## src/include/bdls_pkg.sv

```systemverilog
// Purpose: Shared constants for the bias drive and disconnect detection register bank
// Assumes: APB slave with 32-bit data, one aligned word per register
// Notes: Register indices are multiplied by four to form byte addresses

package bdls_pkg;

	localparam int BDLS_MAX_CH = 8;

	// Register indices; byte address is four times the index
	localparam logic [7:0] BDLS_IDX_BIAS_POS = 8'h0d;
	localparam logic [7:0] BDLS_IDX_BIAS_NEG = 8'h0e;
	localparam logic [7:0] BDLS_IDX_DET_POS = 8'h0f;
	localparam logic [7:0] BDLS_IDX_DET_NEG = 8'h10;
	localparam logic [7:0] BDLS_IDX_POLARITY = 8'h11;
	localparam logic [7:0] BDLS_IDX_STAT_POS = 8'h12;
	localparam logic [7:0] BDLS_IDX_STAT_NEG = 8'h13;
	localparam logic [7:0] BDLS_IDX_IRQ_STAT = 8'h14;
	localparam logic [7:0] BDLS_IDX_IRQ_MASK = 8'h15;

	localparam logic [7:0] BDLS_CFG_RESET = 8'h00;
	localparam logic [15:0] BDLS_IRQ_RESET = 16'h0000;
	localparam logic [31:0] BDLS_RDATA_RESET = 32'h0000_0000;

	// Interrupt layout: positive inputs in bits 7:0, negative in 15:8
	localparam int BDLS_IRQ_POS_LSB = 0;
	localparam int BDLS_IRQ_NEG_LSB = 8;

	function automatic logic [7:0] bdls_addr_of(input logic [7:0] idx);
		return {idx[5:0], 2'b00};
	endfunction

	// Bits present for a part with ch channels (4, 6 or 8)
	function automatic logic [7:0] bdls_chan_mask(input int ch);
		if (ch <= 4) begin
			return 8'h0f;
		end
		if (ch <= 6) begin
			return 8'h3f;
		end
		return 8'hff;
	endfunction

endpackage

```

## src/verilog/bdls_sync.sv

```systemverilog
// Purpose: Two-flop synchroniser for the analog comparator outputs
// Assumes: Inputs change asynchronously to pclk
// Notes: Only the second stage may be read by other logic

`timescale 1ns/1ps

module bdls_sync #(
	parameter int WIDTH = 8
) (
	input wire logic pclk,
	input wire logic presetn,
	input wire logic [WIDTH-1:0] async_in,
	output logic [WIDTH-1:0] sync_out
);

	logic [WIDTH-1:0] stage1_q;
	logic [WIDTH-1:0] stage2_q;

	always_ff @(posedge pclk or negedge presetn) begin
		if (!presetn) begin
			stage1_q <= '0;
			stage2_q <= '0;
		end else begin
			stage1_q <= async_in;
			stage2_q <= stage1_q;
		end
	end

	assign sync_out = stage2_q;

endmodule

```

## src/verilog/bdls_regs.sv

```systemverilog
// Purpose: APB register bank for bias drive input selection and electrode disconnect detection
// Assumes: pclk 125 MHz, presetn asynchronous active low, comparator inputs asynchronous
// Notes: Every transfer takes one setup and one access cycle; no wait states
//
// What this block does
// Register 0Dh bit n-1 routes channel n positive input into bias drive.
// Register 0Eh bit n-1 routes channel n negative input into bias drive.
// Register 0Fh bit n-1 enables disconnect detection on channel n positive input.
// Register 10h bit n-1 enables disconnect detection on channel n negative input.
// Register 11h holds one pull direction bit per channel.
// Software ignores a disconnect status bit whose detection enable is clear.
// Bits 5:4 absent on four-channel parts; bits 7:6 absent below eight channels.
// All five configuration registers reset to zero.
// Polarity 0 pulls positive input high, negative low; 1 swaps them.
// Disconnect status bit reads 0 when attached, 1 when electrode is off.
//
// The implementer's own choice: register access over APB.

`timescale 1ns/1ps

module bdls_regs import bdls_pkg::*; #(
	parameter int CHANNELS = 8
) (
	input wire logic pclk,
	input wire logic presetn,
	input wire logic psel,
	input wire logic penable,
	input wire logic pwrite,
	input wire logic [7:0] paddr,
	input wire logic [31:0] pwdata,
	input wire logic [3:0] pstrb,
	output logic [31:0] prdata,
	output logic pready,
	output logic pslverr,
	input wire logic [7:0] disconnect_raw_pos,
	input wire logic [7:0] disconnect_raw_neg,
	output logic [7:0] bias_drive_pos_route,
	output logic [7:0] bias_drive_neg_route,
	output logic [7:0] detect_pos_enable,
	output logic [7:0] detect_neg_enable,
	output logic [7:0] pull_polarity,
	output logic [7:0] pos_pull_high,
	output logic [7:0] neg_pull_high,
	output logic irq
);

	localparam logic [7:0] CH_MASK = bdls_chan_mask(CHANNELS);

	function automatic logic hit(input logic [7:0] addr, input logic [7:0] idx);
		return addr == bdls_addr_of(idx);
	endfunction

	// Configuration registers
	logic [7:0] bias_drive_positive_select_q, bias_drive_positive_select_d;
	logic [7:0] bias_drive_negative_select_q, bias_drive_negative_select_d;
	logic [7:0] disconnect_detect_positive_enable_q, disconnect_detect_positive_enable_d;
	logic [7:0] disconnect_detect_negative_enable_q, disconnect_detect_negative_enable_d;
	logic [7:0] disconnect_pull_polarity_q, disconnect_pull_polarity_d;
	logic [7:0] pos_pull_high_q, pos_pull_high_d;
	logic [7:0] neg_pull_high_q, neg_pull_high_d;

	// Status and interrupt state
	logic [7:0] sync_pos, sync_neg;
	logic [7:0] disconnect_status_positive_q, disconnect_status_positive_d;
	logic [7:0] disconnect_status_negative_q, disconnect_status_negative_d;
	logic [15:0] irq_stat_q, irq_stat_d;
	logic [15:0] irq_mask_q, irq_mask_d;
	logic [15:0] irq_event;
	logic irq_q, irq_d;

	// Bus answer
	logic [31:0] prdata_q, prdata_d;
	logic pready_q, pready_d;
	logic pslverr_q, pslverr_d;
	logic setup_phase, access_done, wr_en, rd_done, addr_ok;

	bdls_sync #(
		.WIDTH(8)
	) u_sync_pos (
		.pclk(pclk),
		.presetn(presetn),
		.async_in(disconnect_raw_pos),
		.sync_out(sync_pos)
	);

	bdls_sync #(
		.WIDTH(8)
	) u_sync_neg (
		.pclk(pclk),
		.presetn(presetn),
		.async_in(disconnect_raw_neg),
		.sync_out(sync_neg)
	);

	// Bus phases; pready rises in the access phase only
	always_comb begin
		setup_phase = psel && !penable;
		access_done = psel && penable && pready_q;
		addr_ok = hit(paddr, BDLS_IDX_BIAS_POS) || hit(paddr, BDLS_IDX_BIAS_NEG) ||
			hit(paddr, BDLS_IDX_DET_POS) || hit(paddr, BDLS_IDX_DET_NEG) ||
			hit(paddr, BDLS_IDX_POLARITY) || hit(paddr, BDLS_IDX_STAT_POS) ||
			hit(paddr, BDLS_IDX_STAT_NEG) || hit(paddr, BDLS_IDX_IRQ_STAT) ||
			hit(paddr, BDLS_IDX_IRQ_MASK);
		wr_en = access_done && pwrite && !pslverr_q && pstrb[0];
		rd_done = access_done && !pwrite && !pslverr_q;
	end

	// Configuration writes; absent channel bits never store a one
	always_comb begin
		bias_drive_positive_select_d = bias_drive_positive_select_q;
		bias_drive_negative_select_d = bias_drive_negative_select_q;
		disconnect_detect_positive_enable_d = disconnect_detect_positive_enable_q;
		disconnect_detect_negative_enable_d = disconnect_detect_negative_enable_q;
		disconnect_pull_polarity_d = disconnect_pull_polarity_q;
		irq_mask_d = irq_mask_q;
		if (wr_en && hit(paddr, BDLS_IDX_BIAS_POS)) begin
			bias_drive_positive_select_d = pwdata[7:0] & CH_MASK;
		end
		if (wr_en && hit(paddr, BDLS_IDX_BIAS_NEG)) begin
			bias_drive_negative_select_d = pwdata[7:0] & CH_MASK;
		end
		if (wr_en && hit(paddr, BDLS_IDX_DET_POS)) begin
			disconnect_detect_positive_enable_d = pwdata[7:0] & CH_MASK;
		end
		if (wr_en && hit(paddr, BDLS_IDX_DET_NEG)) begin
			disconnect_detect_negative_enable_d = pwdata[7:0] & CH_MASK;
		end
		if (wr_en && hit(paddr, BDLS_IDX_POLARITY)) begin
			disconnect_pull_polarity_d = pwdata[7:0] & CH_MASK;
		end
		if (access_done && pwrite && !pslverr_q && hit(paddr, BDLS_IDX_IRQ_MASK)) begin
			if (pstrb[0]) begin
				irq_mask_d[7:0] = pwdata[7:0] & CH_MASK;
			end
			if (pstrb[1]) begin
				irq_mask_d[15:8] = pwdata[15:8] & CH_MASK;
			end
		end
		pos_pull_high_d = ~disconnect_pull_polarity_d & CH_MASK;
		neg_pull_high_d = disconnect_pull_polarity_d;
	end

	always_ff @(posedge pclk or negedge presetn) begin
		if (!presetn) begin
			bias_drive_positive_select_q <= BDLS_CFG_RESET;
			bias_drive_negative_select_q <= BDLS_CFG_RESET;
			disconnect_detect_positive_enable_q <= BDLS_CFG_RESET;
			disconnect_detect_negative_enable_q <= BDLS_CFG_RESET;
			disconnect_pull_polarity_q <= BDLS_CFG_RESET;
			pos_pull_high_q <= CH_MASK;
			neg_pull_high_q <= BDLS_CFG_RESET;
			irq_mask_q <= BDLS_IRQ_RESET;
		end else begin
			bias_drive_positive_select_q <= bias_drive_positive_select_d;
			bias_drive_negative_select_q <= bias_drive_negative_select_d;
			disconnect_detect_positive_enable_q <= disconnect_detect_positive_enable_d;
			disconnect_detect_negative_enable_q <= disconnect_detect_negative_enable_d;
			disconnect_pull_polarity_q <= disconnect_pull_polarity_d;
			pos_pull_high_q <= pos_pull_high_d;
			neg_pull_high_q <= neg_pull_high_d;
			irq_mask_q <= irq_mask_d;
		end
	end

	// Status follows the comparators even when detection is off, so that
	// enabling a channel does not fire on stale history; software masks it.
	always_comb begin
		disconnect_status_positive_d = sync_pos & CH_MASK;
		disconnect_status_negative_d = sync_neg & CH_MASK;
		irq_event[BDLS_IRQ_POS_LSB +: 8] = disconnect_status_positive_d & ~disconnect_status_positive_q &
			disconnect_detect_positive_enable_q;
		irq_event[BDLS_IRQ_NEG_LSB +: 8] = disconnect_status_negative_d & ~disconnect_status_negative_q &
			disconnect_detect_negative_enable_q;
		irq_stat_d = irq_stat_q;
		// Only bits that the read reported are cleared; one set at the setup edge waits for the next read
		if (rd_done && hit(paddr, BDLS_IDX_IRQ_STAT)) begin
			irq_stat_d = irq_stat_q & ~prdata_q[15:0];
		end
		// A new event in the clearing cycle survives
		irq_stat_d = irq_stat_d | irq_event;
		irq_d = |(irq_stat_d & irq_mask_d);
	end

	always_ff @(posedge pclk or negedge presetn) begin
		if (!presetn) begin
			disconnect_status_positive_q <= BDLS_CFG_RESET;
			disconnect_status_negative_q <= BDLS_CFG_RESET;
			irq_stat_q <= BDLS_IRQ_RESET;
			irq_q <= 1'b0;
		end else begin
			disconnect_status_positive_q <= disconnect_status_positive_d;
			disconnect_status_negative_q <= disconnect_status_negative_d;
			irq_stat_q <= irq_stat_d;
			irq_q <= irq_d;
		end
	end

	// Read data is captured in the setup phase so it stands out of a flop
	always_comb begin
		prdata_d = prdata_q;
		pready_d = setup_phase;
		pslverr_d = 1'b0;
		if (setup_phase) begin
			prdata_d = BDLS_RDATA_RESET;
			pslverr_d = !addr_ok;
			if (!pwrite) begin
				unique case (1'b1)
					hit(paddr, BDLS_IDX_BIAS_POS): prdata_d[7:0] = bias_drive_positive_select_q;
					hit(paddr, BDLS_IDX_BIAS_NEG): prdata_d[7:0] = bias_drive_negative_select_q;
					hit(paddr, BDLS_IDX_DET_POS): prdata_d[7:0] = disconnect_detect_positive_enable_q;
					hit(paddr, BDLS_IDX_DET_NEG): prdata_d[7:0] = disconnect_detect_negative_enable_q;
					hit(paddr, BDLS_IDX_POLARITY): prdata_d[7:0] = disconnect_pull_polarity_q;
					hit(paddr, BDLS_IDX_STAT_POS): prdata_d[7:0] = disconnect_status_positive_q;
					hit(paddr, BDLS_IDX_STAT_NEG): prdata_d[7:0] = disconnect_status_negative_q;
					hit(paddr, BDLS_IDX_IRQ_STAT): prdata_d[15:0] = irq_stat_q;
					hit(paddr, BDLS_IDX_IRQ_MASK): prdata_d[15:0] = irq_mask_q;
					default: prdata_d = BDLS_RDATA_RESET;
				endcase
			end
		end
	end

	always_ff @(posedge pclk or negedge presetn) begin
		if (!presetn) begin
			prdata_q <= BDLS_RDATA_RESET;
			pready_q <= 1'b0;
			pslverr_q <= 1'b0;
		end else begin
			prdata_q <= prdata_d;
			pready_q <= pready_d;
			pslverr_q <= pslverr_d;
		end
	end

	assign prdata = prdata_q;
	assign pready = pready_q;
	assign pslverr = pslverr_q;
	assign bias_drive_pos_route = bias_drive_positive_select_q;
	assign bias_drive_neg_route = bias_drive_negative_select_q;
	assign detect_pos_enable = disconnect_detect_positive_enable_q;
	assign detect_neg_enable = disconnect_detect_negative_enable_q;
	assign pull_polarity = disconnect_pull_polarity_q;
	assign pos_pull_high = pos_pull_high_q;
	assign neg_pull_high = neg_pull_high_q;
	assign irq = irq_q;
endmodule

```

## config.mk

```make
export PLATFORM = sky130hd
export DESIGN_NAME = bdls_regs
export DESIGN_NICKNAME = d
export VERILOG_FILES = /design/src/include/bdls_pkg.sv /design/src/verilog/bdls_sync.sv /design/src/verilog/bdls_regs.sv
export SDC_FILE = /design/constraint.sdc
export NUM_CORES = 1
export LEC_CHECK = 0
export BUFFER_PORTS_ARGS = -buffer_cell sky130_fd_sc_hd__buf_4
export CAP_MARGIN = 40
export CORE_ASPECT_RATIO = 0.6
export CORE_UTILIZATION = 50
export CTS_CLUSTER_SIZE = 8
export DETAILED_ROUTE_END_ITERATION = 10
export GPL_ROUTABILITY_DRIVEN = 0
export PLACE_DENSITY = 0.76
export SETUP_SLACK_MARGIN = 0.15
export SLEW_MARGIN = 0
export SYNTH_ARGS = -nofsm -noshare
export SYNTH_HDL_FRONTEND = slang
export SYNTH_HIERARCHICAL = 1
export SYNTH_SLANG_ARGS = --single-unit
```

## constraint.sdc

```tcl
create_clock -name pclk -period 4.05 [get_ports pclk]
set_clock_uncertainty 0.2 [all_clocks]
set_input_delay 0.2025 -clock pclk [delete_from_list [all_inputs] [get_ports pclk]]
set_output_delay 0.2025 -clock pclk [all_outputs]
set_load 0.005 [all_outputs]
```

==> flow_metrics.py <==
metrics = {
    "detailed_routing": {
        "drtPass1Iterations": 5,
        "drc": 0,
        "routed_wl_um": 15760,
        "drtIter0Drc": 376,
        "ant_nets": 0,
        "wl_per_cell_um": 20.10,
        "vias": 4390,
        "vias_per_cell": 5.599,
    },
    "critical_path": {
        "cp_data_arrival_time_ns": 3.28,
        "reg2reg_slack_ns": 0.86,
        "crit_fanout": 8,
        "worstSetupStartpointType": "input port",
        "path_class": "in -> reg",
        "worstSetupEndpointType": "flop",
        "worst_ep_required_time_ns": 4.14,
    },
    "logic_synthesis": {
        "syn_inst": 452,
        "synth-edff-count": 0,
        "syn_avg_cell_area_sq_um": 13.06,
        "synth-seq-cells": 147,
        "yosysWarnings": 6,
        "synth_cell_types": 46,
        "yosysTopAreaCellShare_pct": 58.91,
        "synth_area_sq_mm": 0.005904,
        "synthFlopType": "dfrtp_1",
        "synth.area.top_cells": "dfrtp_1 (59%), mux2_2 (9.2%), dfstp_2 (3.6%)",
        "ys_async_sr_fraction_pct": 100.0,
        "yosys.area.top_type": "dfrtp_1",
        "seq_area_frac_synth_pct": 62.47,
    },
    "global_route": {
        "grt_pass1_vias": 4400,
        "grt_pass1_wl_um": 24260,
        "grt_util_all_layers_pct": 27.52,
        "grt_max_degree": 88,
        "grt_antenna_before_repair": 0,
        "gr-total-overflow": 0,
    },
    "floorplanning": {
        "dieArea_sq_mm": 0.01226,
        "coreArea_sq_mm": 0.01141,
        "initial_core_util_pct": 51.74,
        "pin_count": 156,
        "die_y_um": 86.18,
        "rows": 30,
        "die_w_um": 142.3,
    },
    "final_layout": {
        "final_cell_mix": "dfrtp_1 (139), buf_4 (131), mux2_2 (48), nand2_1 (38), dlygate4sd3_1 (35)",
        "fin_nets": 675,
        "drive_gt1_share_pct": 38.20,
        "syn_to_final_growth_pct": 32.76,
        "seqCellArea_sq_mm": 0.003689,
        "nFillCells": 829,
        "multiInputGateArea_sq_mm": 0.001968,
        "mostFrequentLayoutCell": "dfrtp_1",
    },
    "clocking": {
        "clock_latency_ns": 0.42,
        "cts_sinks": 147,
        "cts_htree_levels": 4,
        "cts_root_buf": "clkbuf_16",
        "ctsResizeCount": 0,
        "path_clk_slew_ns": 0.06,
        "postCtsSetupBuffers": 0,
        "cts_buffers": 17,
        "tritoncts": "yes",
        "cts_hold_buf": 35,
        "clockBufferDepth": 2,
    },
    "worst_hold_path": {
        "hp-class": "in -> reg",
    },
    "job": {
        "max_cap_violations": 0,
    },
    "timing": {
        "maxSlewHeadroom_pct": 42.69,
        "hold_viol": 0,
        "fin_tns_setup_ns": 0,
        "whs_ns": 0.04097,
        "tightest_slew_ns": 0.8596,
        "max_freq_mhz": 312.6,
        "setup_violations": 0,
        "fin_crit_sh_pct": 78.99,
        "period_needed_ns": 3.199,
        "slew_violations": 0,
        "rsz0062_at_grt": "false",
    },
    "pwr": {
        "power_density_mw_per_mm2": 406.9,
        "p_leak_nw": 3.843,
        "p_total_mw": 3.189,
        "peakVddDrop_uv": 339.0,
    },
    "place": {
        "port_buffers": 121,
        "dp_hpwl_um": 10640,
    },
    "outcome": {
        "status": "completed",
    },
}
## logic make-up (layout without fill, tap and decap cells)
family	count (synthesis)	in the layout	share of synthesized area [%]
AO/OA/AOI/OAI	91	91	12.02
AND/OR/NAND/NOR	103	103	9.791
buffers and inverters	54	210	5.149
multiplexers	56	56	10.51
other	1	17	0.06351
flip-flops	147	147	62.47
## path summary, 6_finish.rpt
kind                                           to  cells past startpoint                   start
min in group asynchronous  u_sync_neg/sync_out[2]                      2                 presetn
hold / removal                         prdata[14]                      3                  pwrite
hold reg to reg            u_sync_pos/sync_out[1]                      0  u_sync_pos/stage1_q[1]
max in group asynchronous        pos_pull_high[3]                      3                 presetn
setup / recovery                              irq                      8                paddr[7]
setup reg to reg                              irq                      6                 pslverr
## per-layer routing
layer | part of all wire (%) | vias up | routed length, um | GRT usage, %
met3 | 10 | 29 | 1590 | 9.282
met5 | 0 | - | 0 | 0
met1 | 43 | 2217 | 6854 | 38.00
li1 | - | 1908 | - | -
met4 | 1.6 | 0 | 253 | 9.482
met2 | 45 | 236 | 7060 | 41.04
## cells in the mapped netlist, types with 2 or more instances
cell type / number
nor4_4: 2
and3_1: 2
a21boi_1: 2
o21a_1: 12
mux2i_1: 8
a22oi_1: 24
nand2_1: 38
nand3_1: 9
inv_1: 10
o2bb2ai_1: 2
dfrtp_1: 139
nor2b_1: 7
o2bb2ai_2: 2
a221oi_1: 8
a21boi_0: 10
mux2_2: 48
or2_2: 13
buf_1: 2
a2111o_1: 4
a222oi_1: 8
o21ai_0: 16
dfstp_2: 8
buf_4: 24
buf_2: 3
nor2_1: 16
clkbuf_1: 14
and4_1: 2
## stage by stage
stage | setup slack, ns | utilization [%] | std cells | area, sq um
2_1_floorplan | 1.087 | - | 467 | 5961
3_3_place_gp | 0.6919 | 60.37 | 715 | 6889
5_1_grt | 0.7142 | 68.67 | 783 | 7836
3_5_place_dp | 0.6400 | 60.50 | 716 | 6904
6_report | 0.8509 | 68.70 | 784 | 7839
4_1_cts | 0.8428 | 68.67 | 783 | 7836
## area by class of cell
type	count	share of cell area (%)
sequential	147	47.06
multi-input combinational	266	25.11
timing repair buffer	168	17.35
clock buffer	23	6.097
tap	160	2.554
clock inverter	9	1.325
inverter	10	0.4789
antenna	1	0.03192
## where the power goes
part	total [mW]	switching [mW]	internal [mW]
logic	0.134	0.0699	0.0642
clock network	1.54	0.591	0.952
registers	1.51	0.0148	1.50
## critical path: stages
cell and delay [ns]:
dlygate4sd3_1 0.54, buf_4 0.15, nand4bb_4 0.28, nor4_4 0.68
mux2_2 0.42, o21a_1 0.10, a2111o_1 0.40, or4_1 0.51
(Power assumes the default switching activity.)
